--- src/shared/clkgen_pkg.sv ---
// Shared constants and types for the clock generator control block
package clkgen_pkg;
  // Register byte offsets
  localparam logic [7:0] OFS_CTRL    = 8'h00;
  localparam logic [7:0] OFS_STATUS  = 8'h04;
  localparam logic [7:0] OFS_FILT_UP = 8'h08;
  localparam logic [7:0] OFS_FILT_LO = 8'h0c;
  localparam logic [7:0] OFS_TRIM    = 8'h10;
  // Control register fields
  localparam int CTRL_CMS_LSB  = 0;
  localparam int CTRL_OSTEN    = 2;
  localparam int CTRL_RFD_LSB  = 4;
  // Status register fields
  localparam int STAT_DCO_STABLE_FLAG     = 0;
  localparam int STAT_EXT_REF_STABLE_FLAG     = 1;
  localparam int STAT_LOSS_OF_CLOCK_FLAG     = 2;
  localparam int STAT_CMST_LSB = 6;
  // Clock mode select and state codes
  localparam logic [1:0] CMS_SCM = 2'h0;
  localparam logic [1:0] CMS_FEI = 2'h1;
  localparam logic [1:0] CMS_FBE = 2'h2;
  localparam logic [1:0] CMS_FEE = 2'h3;
  // Reset values
  localparam logic [1:0]  CMS_RST    = 2'h0;
  localparam logic [2:0]  RFD_RST    = 3'h0;
  localparam logic [11:0] FILT_RST   = 12'h800;
  localparam logic [7:0]  TRIM_POR   = 8'h80;
  // Timing counts
  localparam logic [12:0] XTAL_COUNT = 13'h1000;
  localparam logic [2:0]  FLT_SETTLE = 3'h4;
  localparam logic [15:0] N_UNLOCK   = 16'h0010;
  // AXI responses
  localparam logic [1:0] RESP_OKAY   = 2'h0;
  localparam logic [1:0] RESP_SLVERR = 2'h2;

  typedef enum logic [2:0] {M_SCM, M_FEI, M_FBE, M_FEE, M_OFF} mode_type;

  typedef struct packed {
    mode_type    mode;
    logic        from_off;
    logic [1:0]  cms;
    logic        osten;
    logic [2:0]  reduced_divider;
    logic [7:0]  trim;
    logic [11:0] filt;
    logic [7:0]  filt_lo_stage;
    logic [2:0]  flt_busy;
    logic        dco_stable_flag;
    logic [1:0]  good_cnt;
    logic [15:0] prev_err;
    logic [12:0] xtal_cnt;
    logic        locked_once;
    logic [1:0]  st_sync1;
    logic [1:0]  st_sync2;
    logic        aw_hold;
    logic [7:0]  aw_addr;
    logic        w_hold;
    logic [7:0]  w_data;
    logic        w_lane0;
    logic        bvalid;
    logic [1:0]  bresp;
    logic        rvalid;
    logic [31:0] rdata;
    logic [1:0]  rresp;
  } state_type;
endpackage : clkgen_pkg

--- src/rtl/clkgen_ctrl.sv ---
// Clock generator mode control, filter, trim and register slave
//
// The AXI4-Lite slave port and the placing of the registers are this design's own decisions.
`timescale 1ns/10ps
// What this block does
// - Set dco stable after two successive in-window error samples with toggling DIGITAL_OSC.
// - Clear dco stable flag on entering the off state.
// - In self-clocked mode, monitor DIGITAL_OSC for loss only after it is stable.
// - 12-bit filter split upper 3:0, lower 7:0; writable only when mode select is 00.
// - In self-clocked select, an upper filter write commits all twelve bits.
// - Upper filter write ignored while a previous latch sequence is unfinished.
// - Trim field adjusts reference period, binary weighted, larger means longer.
// - Trim register survives MCU reset.
// - Stop without debug or oscillator-in-stop stops all clocks, enters off.
// - Debug enabled during stop keeps clocks running as programmed.
// - Oscillator-in-stop keeps generators running, gates clock feed to the chip.
// - Interrupt wake keeps settings; external engaged runs self-clocked until external and DIGITAL_OSC are stable.
// - Interrupt wake into bypassed external runs self-clocked until the external stable flag sets.
// - Reset wake loads defaults, self-clocked at nominal DIGITAL_OSC, trim kept.
// - With a crystal, count 4096 reference clocks before engaging external reference.
// - Self-clocked entered on reset, off exit, X1 to 00, or lost reference.
// - Self-clocked: loop open, DIGITAL_OSC on, output is DIGITAL_OSC over reduced divider.
// - Reset gives nominal DIGITAL_OSC, other entries keep it; unlocked external exit doubles output.
// - Off exit with select 01 or 11 waits for stable DIGITAL_OSC, then closes loop.
// - Mode state reports 00 SELF_CLOCKED_MODE, 01 FLL_ENGAGED_INTERNAL, 10 FBE, 11 FEE after synchronisation.
// - Output divide factor is two to the power of reduced divider, doubled in FEE until the first lock.
module clkgen_ctrl
  import clkgen_pkg::*;
(
  input  wire logic        REF_CLK_I,
  input  wire logic        RESET_I,
  input  wire logic        POR_I,
  input  wire logic        STOP_I,
  input  wire logic        BDM_EN_I,
  input  wire logic        EXT_REF_STABLE_FLAG_I,
  input  wire logic        LOSS_OF_CLOCK_FLAG_I,
  input  wire logic        LOCK_I,
  input  wire logic        XTAL_I,
  input  wire logic        REF_EDGE_I,
  input  wire logic        SAMPLE_I,
  input  wire logic [15:0] COUNT_ERR_I,
  input  wire logic        DCO_ACTIVE_I,
  input  wire logic        LOOP_UPD_I,
  input  wire logic [11:0] LOOP_FILT_I,
  input  wire logic [7:0]  S_AXI_AWADDR,
  input  wire logic        S_AXI_AWVALID,
  output logic             S_AXI_AWREADY,
  input  wire logic [31:0] S_AXI_WDATA,
  input  wire logic [3:0]  S_AXI_WSTRB,
  input  wire logic        S_AXI_WVALID,
  output logic             S_AXI_WREADY,
  output logic [1:0]       S_AXI_BRESP,
  output logic             S_AXI_BVALID,
  input  wire logic        S_AXI_BREADY,
  input  wire logic [7:0]  S_AXI_ARADDR,
  input  wire logic        S_AXI_ARVALID,
  output logic             S_AXI_ARREADY,
  output logic [31:0]      S_AXI_RDATA,
  output logic [1:0]       S_AXI_RRESP,
  output logic             S_AXI_RVALID,
  input  wire logic        S_AXI_RREADY,
  output logic [11:0]      FILTER_O,
  output logic [7:0]       TRIM_O,
  output logic             DCO_EN_O,
  output logic             REF_GEN_EN_O,
  output logic             SYS_CLK_EN_O,
  output logic             OUT_EN_O,
  output logic             REF_SEL_EXT_O,
  output logic             LOOP_CLOSED_O,
  output logic             DCO_MON_EN_O,
  output logic [3:0]       OUT_DIV_LOG2_O,
  output logic [1:0]       MODE_STATE_O,
  output logic             DCO_STABLE_O
);
  import clkgen_pkg::*;

  localparam state_type ST_RST = '{
    mode: M_SCM, cms: CMS_RST, reduced_divider: RFD_RST, trim: TRIM_POR,
    filt: FILT_RST, bresp: RESP_OKAY, rresp: RESP_OKAY, default: '0};

  state_type s_r;
  state_type s_nxt;

  logic        stop_off;
  logic        ext_ok;
  logic        do_write;
  logic [15:0] err_diff;
  logic [15:0] err_abs;
  logic [7:0]  rd_byte;
  logic        rd_hit;

  function automatic logic [1:0] mode_code(input mode_type m);
    unique case (m)
      M_SCM:   mode_code = CMS_SCM;
      M_FEI:   mode_code = CMS_FEI;
      M_FBE:   mode_code = CMS_FBE;
      M_FEE:   mode_code = CMS_FEE;
      default: mode_code = CMS_SCM;
    endcase
  endfunction : mode_code

  // Crystal needs the start-up count, a plain clock is usable at once
  assign ext_ok   = EXT_REF_STABLE_FLAG_I && (!XTAL_I || (s_r.xtal_cnt == XTAL_COUNT));
  assign stop_off = STOP_I && !BDM_EN_I && !s_r.osten;
  assign do_write = s_r.aw_hold && s_r.w_hold && !s_r.bvalid;
  assign err_diff = COUNT_ERR_I - s_r.prev_err;
  assign err_abs  = err_diff[15] ? 16'(-err_diff) : err_diff;

  always_comb
  begin
    rd_byte = 8'h00;
    rd_hit  = 1'b1;
    unique case (S_AXI_ARADDR)
      OFS_CTRL:
      begin
        rd_byte[CTRL_CMS_LSB +: 2] = s_r.cms;
        rd_byte[CTRL_OSTEN]        = s_r.osten;
        rd_byte[CTRL_RFD_LSB +: 3] = s_r.reduced_divider;
      end
      OFS_STATUS:
      begin
        rd_byte[STAT_DCO_STABLE_FLAG]          = s_r.dco_stable_flag;
        rd_byte[STAT_EXT_REF_STABLE_FLAG]          = EXT_REF_STABLE_FLAG_I;
        rd_byte[STAT_LOSS_OF_CLOCK_FLAG]          = LOSS_OF_CLOCK_FLAG_I;
        rd_byte[STAT_CMST_LSB +: 2] = s_r.st_sync2;
      end
      OFS_FILT_UP: rd_byte = {4'h0, s_r.filt[11:8]};
      OFS_FILT_LO: rd_byte = s_r.filt[7:0];
      OFS_TRIM:    rd_byte = s_r.trim;
      default:     rd_hit  = 1'b0;
    endcase
  end

  always_comb
  begin
    s_nxt = s_r;

    // Register slave: address and data may arrive in either order
    if (S_AXI_AWVALID && S_AXI_AWREADY)
    begin
      s_nxt.aw_hold = 1'b1;
      s_nxt.aw_addr = S_AXI_AWADDR;
    end
    if (S_AXI_WVALID && S_AXI_WREADY)
    begin
      s_nxt.w_hold  = 1'b1;
      s_nxt.w_data  = S_AXI_WDATA[7:0];
      s_nxt.w_lane0 = S_AXI_WSTRB[0];
    end
    if (s_r.bvalid && S_AXI_BREADY)
    begin
      s_nxt.bvalid = 1'b0;
    end
    if (s_r.rvalid && S_AXI_RREADY)
    begin
      s_nxt.rvalid = 1'b0;
    end
    if (S_AXI_ARVALID && S_AXI_ARREADY)
    begin
      s_nxt.rvalid = 1'b1;
      s_nxt.rdata  = {24'h000000, rd_byte};
      s_nxt.rresp  = rd_hit ? RESP_OKAY : RESP_SLVERR;
    end

    // Filter settle countdown and closed-loop filter updates
    if (s_r.flt_busy != 3'h0)
    begin
      s_nxt.flt_busy = s_r.flt_busy - 3'h1;
    end
    if (LOOP_UPD_I && (s_r.mode == M_FEI || s_r.mode == M_FEE))
    begin
      s_nxt.filt = LOOP_FILT_I;
    end

    if (do_write)
    begin
      s_nxt.aw_hold = 1'b0;
      s_nxt.w_hold  = 1'b0;
      s_nxt.bvalid  = 1'b1;
      s_nxt.bresp   = RESP_OKAY;
      unique case (s_r.aw_addr)
        OFS_CTRL:
        begin
          if (s_r.w_lane0)
          begin
            s_nxt.cms   = s_r.w_data[CTRL_CMS_LSB +: 2];
            s_nxt.osten = s_r.w_data[CTRL_OSTEN];
            s_nxt.reduced_divider   = s_r.w_data[CTRL_RFD_LSB +: 3];
          end
        end
        OFS_STATUS:
        begin
          s_nxt.bresp = RESP_OKAY;
        end
        OFS_FILT_LO:
        begin
          if (s_r.w_lane0 && s_r.cms == CMS_SCM)
          begin
            s_nxt.filt_lo_stage = s_r.w_data;
          end
        end
        OFS_FILT_UP:
        begin
          // Busy window keeps the DIGITAL_OSC from seeing back-to-back steps
          if (s_r.w_lane0 && s_r.cms == CMS_SCM && s_r.flt_busy == 3'h0)
          begin
            s_nxt.filt     = {s_r.w_data[3:0], s_r.filt_lo_stage};
            s_nxt.flt_busy = FLT_SETTLE;
          end
        end
        OFS_TRIM:
        begin
          if (s_r.w_lane0)
          begin
            s_nxt.trim = s_r.w_data;
          end
        end
        default: s_nxt.bresp = RESP_SLVERR;
      endcase
    end

    // DIGITAL_OSC stability from successive count-error samples
    if (SAMPLE_I && s_r.mode != M_OFF)
    begin
      s_nxt.prev_err = COUNT_ERR_I;
      if (err_abs <= N_UNLOCK && DCO_ACTIVE_I)
      begin
        if (s_r.good_cnt != 2'h2)
        begin
          s_nxt.good_cnt = s_r.good_cnt + 2'h1;
        end
        if (s_r.good_cnt != 2'h0)
        begin
          s_nxt.dco_stable_flag = 1'b1;
        end
      end
      else
      begin
        s_nxt.good_cnt = 2'h0;
        s_nxt.dco_stable_flag     = 1'b0;
      end
    end

    // Crystal start-up count
    if (REF_EDGE_I && XTAL_I && s_r.xtal_cnt != XTAL_COUNT)
    begin
      s_nxt.xtal_cnt = s_r.xtal_cnt + 13'h0001;
    end

    // Halved output is only for the first lock attempt in external engaged
    if (s_r.mode == M_FEE && LOCK_I)
    begin
      s_nxt.locked_once = 1'b1;
    end
    if (s_r.mode != M_FEE)
    begin
      s_nxt.locked_once = 1'b0;
    end

    // Mode machine
    if (s_r.mode == M_OFF)
    begin
      if (!STOP_I)
      begin
        if (s_r.cms == CMS_FBE && EXT_REF_STABLE_FLAG_I)
        begin
          s_nxt.mode = M_FBE;
        end
        else
        begin
          s_nxt.mode     = M_SCM;
          s_nxt.from_off = 1'b1;
        end
      end
    end
    else if (stop_off)
    begin
      s_nxt.mode     = M_OFF;
      s_nxt.dco_stable_flag     = 1'b0;
      s_nxt.good_cnt = 2'h0;
      s_nxt.xtal_cnt = 13'h0000;
    end
    else if (s_r.cms[1] && !EXT_REF_STABLE_FLAG_I && LOSS_OF_CLOCK_FLAG_I)
    begin
      s_nxt.mode = M_SCM;
    end
    else
    begin
      unique case (s_r.mode)
        M_SCM:
        begin
          if (s_r.cms == CMS_FEI && (!s_r.from_off || s_r.dco_stable_flag))
          begin
            s_nxt.mode = M_FEI;
          end
          else if (s_r.cms == CMS_FEE && EXT_REF_STABLE_FLAG_I && s_r.dco_stable_flag)
          begin
            s_nxt.mode = M_FEE;
          end
          else if (s_r.cms == CMS_FBE && EXT_REF_STABLE_FLAG_I)
          begin
            s_nxt.mode = M_FBE;
          end
        end
        M_FEI:
        begin
          if (s_r.cms == CMS_SCM)
          begin
            s_nxt.mode = M_SCM;
          end
          else if (s_r.cms == CMS_FEE && EXT_REF_STABLE_FLAG_I && s_r.dco_stable_flag)
          begin
            s_nxt.mode = M_FEE;
          end
          else if (s_r.cms == CMS_FBE && EXT_REF_STABLE_FLAG_I)
          begin
            s_nxt.mode = M_FBE;
          end
        end
        M_FBE:
        begin
          if (s_r.cms == CMS_SCM)
          begin
            s_nxt.mode = M_SCM;
          end
          else if (s_r.cms == CMS_FEI)
          begin
            s_nxt.mode = M_FEI;
          end
          else if (s_r.cms == CMS_FEE && s_r.dco_stable_flag)
          begin
            s_nxt.mode = M_FEE;
          end
        end
        M_FEE:
        begin
          if (LOSS_OF_CLOCK_FLAG_I && EXT_REF_STABLE_FLAG_I)
          begin
            s_nxt.mode = M_FBE;
          end
          else if (s_r.cms == CMS_SCM)
          begin
            s_nxt.mode = M_SCM;
          end
          else if (s_r.cms == CMS_FEI)
          begin
            s_nxt.mode = M_FEI;
          end
          else if (s_r.cms == CMS_FBE)
          begin
            s_nxt.mode = M_FBE;
          end
        end
        default: s_nxt.mode = M_SCM;
      endcase
    end
    if (s_nxt.mode != M_SCM)
    begin
      s_nxt.from_off = 1'b0;
    end

    // Mode state lags the mode by two registers
    if (s_r.mode != M_OFF)
    begin
      s_nxt.st_sync1 = mode_code(s_r.mode);
    end
    s_nxt.st_sync2 = s_r.st_sync1;

    // Reset restores defaults but keeps trim; only power-on reloads it
    if (RESET_I)
    begin
      s_nxt      = ST_RST;
      s_nxt.trim = s_r.trim;
    end
    if (POR_I)
    begin
      s_nxt = ST_RST;
    end
  end

  always_ff @(posedge REF_CLK_I)
  begin
    s_r <= s_nxt;
  end

  assign S_AXI_AWREADY  = !s_r.aw_hold && !s_r.bvalid;
  assign S_AXI_WREADY   = !s_r.w_hold && !s_r.bvalid;
  assign S_AXI_BVALID   = s_r.bvalid;
  assign S_AXI_BRESP    = s_r.bresp;
  assign S_AXI_ARREADY  = !s_r.rvalid;
  assign S_AXI_RVALID   = s_r.rvalid;
  assign S_AXI_RDATA    = s_r.rdata;
  assign S_AXI_RRESP    = s_r.rresp;

  assign FILTER_O       = s_r.filt;
  assign TRIM_O         = s_r.trim;
  // FBE turns the DIGITAL_OSC off; off turns everything off
  assign DCO_EN_O       = s_r.mode != M_OFF && s_r.mode != M_FBE;
  assign REF_GEN_EN_O   = s_r.mode != M_OFF;
  assign SYS_CLK_EN_O   = !(STOP_I && !BDM_EN_I) && s_r.mode != M_OFF;
  assign OUT_EN_O       = !(s_r.mode == M_FBE && !ext_ok) && s_r.mode != M_OFF;
  assign REF_SEL_EXT_O  = (s_r.mode == M_FEE || s_r.mode == M_FBE) && ext_ok;
  assign LOOP_CLOSED_O  = s_r.mode == M_FEI || s_r.mode == M_FEE;
  assign DCO_MON_EN_O   = (s_r.mode == M_SCM) ? s_r.dco_stable_flag : LOOP_CLOSED_O;
  assign OUT_DIV_LOG2_O = {1'b0, s_r.reduced_divider}
                          + {3'h0, s_r.mode == M_FEE && !s_r.locked_once};
  assign MODE_STATE_O   = s_r.st_sync2;
  assign DCO_STABLE_O   = s_r.dco_stable_flag;
endmodule : clkgen_ctrl

--- config.mk ---
export PLATFORM = sky130hd
export DESIGN_NAME = clkgen_ctrl
export DESIGN_NICKNAME = d
export VERILOG_FILES = /design/src/shared/clkgen_pkg.sv /design/src/rtl/clkgen_ctrl.sv
export SDC_FILE = /design/constraint.sdc
export NUM_CORES = 1
export LEC_CHECK = 0
export BUFFER_PORTS_ARGS = -buffer_cell sky130_fd_sc_hd__buf_2
export CORE_ASPECT_RATIO = 1.4
export CORE_UTILIZATION = 40
export CTS_CLUSTER_SIZE = 8
export DETAILED_ROUTE_END_ITERATION = 10
export PLACE_DENSITY = 0.74
export SETUP_SLACK_MARGIN = 0.5
export SKIP_LAST_GASP = 1
export SLEW_MARGIN = 20
export SYNTH_ARGS = -nofsm -noshare
export SYNTH_HDL_FRONTEND = slang
export SYNTH_SLANG_ARGS = --single-unit
--- constraint.sdc ---
create_clock -name REF_CLK_I -period 4.9 [get_ports REF_CLK_I]
set_input_delay 0.49 -clock REF_CLK_I [delete_from_list [all_inputs] [get_ports REF_CLK_I]]
set_output_delay 0.49 -clock REF_CLK_I [all_outputs]
set_load 0.03 [all_outputs]
==> results_dict.tcl <==
set metrics [dict create \
    start_kind "flop" \
    power_density_mw_per_mm2 286 \
    pwr-share-seq 0.444 \
    vias 5754 \
    timing.rr.start "s_r[75]" \
    r2r-end "DCO_STABLE_O" \
    synth_area_sq_mm 0.00649 \
    cts_tree "built" \
    met2_usage 0.347 \
    synth-main-ff-cell "dfxtp_1" \
    finalMaxSlewViolations 0 \
    crit_top_cell "a21oi_1" \
    layout.nets 997 \
    grt_overflow 0 \
    slowest_delay_ps 560 \
    synthArstFlopShare 0 \
    comb_power_share 0.175 \
    clkLatencyLatePin_ps 350 \
    dieWidth_um 110 \
    setup_viol 0 \
    ys_types 70 \
    portBuffers 119 \
    holdBufCountCts 0 \
    status "finished clean" \
    slew_headroom 0.434 \
    fin_hold_ws_ps 362 \
    p_total_uw 2050 \
    ctsResizeCount 0 \
    final_common_cell "buf_2" \
    grtUsageMet1 0.229 \
    worstPathRequired_ps 5190 \
    clkTransAtPathRegs_ps 80 \
    syn_inst 817 \
    finalNonFillerCells 1077 \
    drc 0 \
    p_int_uw 1440 \
    routed_wl_mm 16.3 \
    slowest_stage "or4_4" \
    dpl.cell_count 1061 \
    track_usage 0.200 \
    area.growth.synth_to_final_pct 10.1 \
    dieHeight_um 153 \
    place_congestion 0.881 \
    tightest_slew_ps 847 \
    cts_buffers 9 \
    critPathBufInv 0 \
    rrSetupSlack_ps 1190 \
    synth-seq-cells 109 \
    crit_path_end_kind "flop" \
    drt_iter0_markers 343 \
    grt_pass1_wl_mm 26.0 \
    synth_edf_count 0 \
    via_per_inst 5.34 \
    whs_endpoint "s_r[46]" \
    hold_path_class "input pin to flop" \
    crit_family "simple AND/OR/NAND/NOR gates" \
    antenna_found_initial 0 \
    min_path_cells 3 \
    die_area_sq_mm 0.0167 \
    crit_type "flop to flop" \
    cts_root_buf "clkbuf_16" \
    hold_violations 0 \
    crit_chain "ha_1, fa_1, and2b_1, o221ai_1, or3b_1, a2111oi_4, and4b_1, a21oi_1, o32a_1, or4_4, a21oi_1" \
    crit_path_max_fanout 6 \
    cellLeakagePower_uw 0.00316 \
    synth.avg_cell_area_sq_um 7.94 \
    final-seq-area_sq_mm 0.00218 \
    fmax_ghz 0.270 \
    clkPwrFrac 0.381 \
    fin_skew_ps 12.7 \
    p_switching_uw 603 \
    worstHoldStart "S_AXI_WDATA[7]" \
    fillers 1628 \
    wl_per_cell_um 15.1 \
    drv_cap 0 \
    cts_sinks 109 \
    setup_tns_ps 0 \
    rows 54 \
    coreArea_sq_mm 0.0157 \
    grt_pass1_vias 5368 \
    multi_input_area_sq_mm 0.00366 \
    antennaDiodeCount 0 \
    final_cell_mix "buf_2 (119), dfxtp_1 (109), nand2_1 (107)" \
    layout_min_cycle_time_ps 3710 \
    drive_above_1_share 0.178 \
    drt_first_pass_iters 4 \
    place_hpwl_mm 12.5 \
    ir_drop_mv 0.162 \
    post-cts-setup-buffers 0 \
    swShare 0.295 \
    io_pins 173 \
    grt_util_met3 0.0338 \
    cts-htree-levels 3 \
    grt_busiest_layer "met2" \
    synth-seq-area-share 0.336 \
    initial_core_util 0.412 \
    final.period_utilization 0.757 \
    arrival_ps 4000 \
    cts.path.max_buffers 2 \
    r2r_cells 11 \
    ant_nets 0 \
    grt_setup_unrepaired "no" \
    grt_max_degree 79 \
    ys_warn_count 0 \
]
==> power by group through the flow <==
stage          clock network, uW  registers [uW]  logic, uW
2_1_floorplan                  0             928        283
3_3_place_gp                   0             929        347
3_5_place_dp                   0             930        353
4_1_cts                      795             909        355
5_1_grt                      839             911        394
6_report                     779             909        357
==> logic make-up (layout without fill, tap and decap cells) <==
logic type	Yosys count	count (layout)	share of synthesized area
AO/OA/AOI/OAI	174	174	0.177
AND/OR/NAND/NOR	307	307	0.218
buffers and inverters	134	173	0.114
XOR/XNOR	24	24	0.0324
adder cells (fa/ha/maj)	23	23	0.0455
multiplexers	45	45	0.0764
other	1	26	0.000578
flip-flops	109	109	0.336
==> worst reg2reg max path, cell delays in order, from the launching register on <==
cell	delay, ps
dfxtp_1	320
ha_1	210
fa_1	430
and2b_1	280
o221ai_1	230
or3b_1	530
a2111oi_4	360
and4b_1	240
a21oi_1	40
o32a_1	300
or4_4	560
a21oi_1	150
==> flip-flops by register name (all words and copies together) (netlist names) <==
register and flops:
s_r 74, FILTER_O 12, S_AXI_RDATA 8, TRIM_O 8
MODE_STATE_O 2, DCO_STABLE_O 1, S_AXI_BRESP 1, S_AXI_BVALID 1
S_AXI_RRESP 1, S_AXI_RVALID 1
==> cells in the mapped netlist (all sizes together) (7+ instances only) <==
master	number	area share
a211oi	21	0.025
a21oi	70	0.055
and2	11	0.011
and3	7	0.0067
buf	64	0.073
clkbuf	33	0.019
dfxtp	109	0.34
ha	22	0.042
inv	37	0.021
mux2i	36	0.056
nand2	108	0.063
nand2b	14	0.013
nand3	19	0.015
nand4	9	0.0087
nor2	92	0.053
nor3	15	0.012
o21ai	28	0.022
or3	7	0.0067
xnor2	7	0.0094
xor2	17	0.023
==> area by class of cell <==
| type | count | share of cell area |
|---|---|---|
| inverters | 37 | 0.0194 |
| multi-input cells | 599 | 0.513 |
| clock buffers | 10 | 0.0334 |
| well taps | 196 | 0.0343 |
| repair buffers | 120 | 0.0844 |
| flip-flops and latches | 109 | 0.305 |
| clock inverters | 6 | 0.0105 |
==> through the flow <==
stage / cell area (sq um) / util / setup slack, ps
after floorplan: 6580 / - / 1250
after global placement: 6830 / 0.434 / 975
after detailed placement: 6830 / 0.434 / 898
after CTS: 7150 / 0.454 / 1190
after global routing: 7150 / 0.454 / 1050
final: 7150 / 0.454 / 1190
==> metal layers <==
metal,part of all wire,vias up
met5,0,-
met4,0.038,0
li1,-,2872
met2,0.51,166
met1,0.40,2675
met3,0.051,41
==> worst max path at each step <==
stage,startpoint,endpoint,cells past startpoint
2_1_floorplan,COUNT_ERR_I[0],DCO_STABLE_O,13
3_3_place_gp,COUNT_ERR_I[0],DCO_STABLE_O,13
3_5_place_dp,COUNT_ERR_I[0],DCO_STABLE_O,13
4_1_cts,s_r[75],DCO_STABLE_O,11
5_1_grt,s_r[75],DCO_STABLE_O,11
6_report,s_r[75],DCO_STABLE_O,11
(Power assumes the default switching activity.)
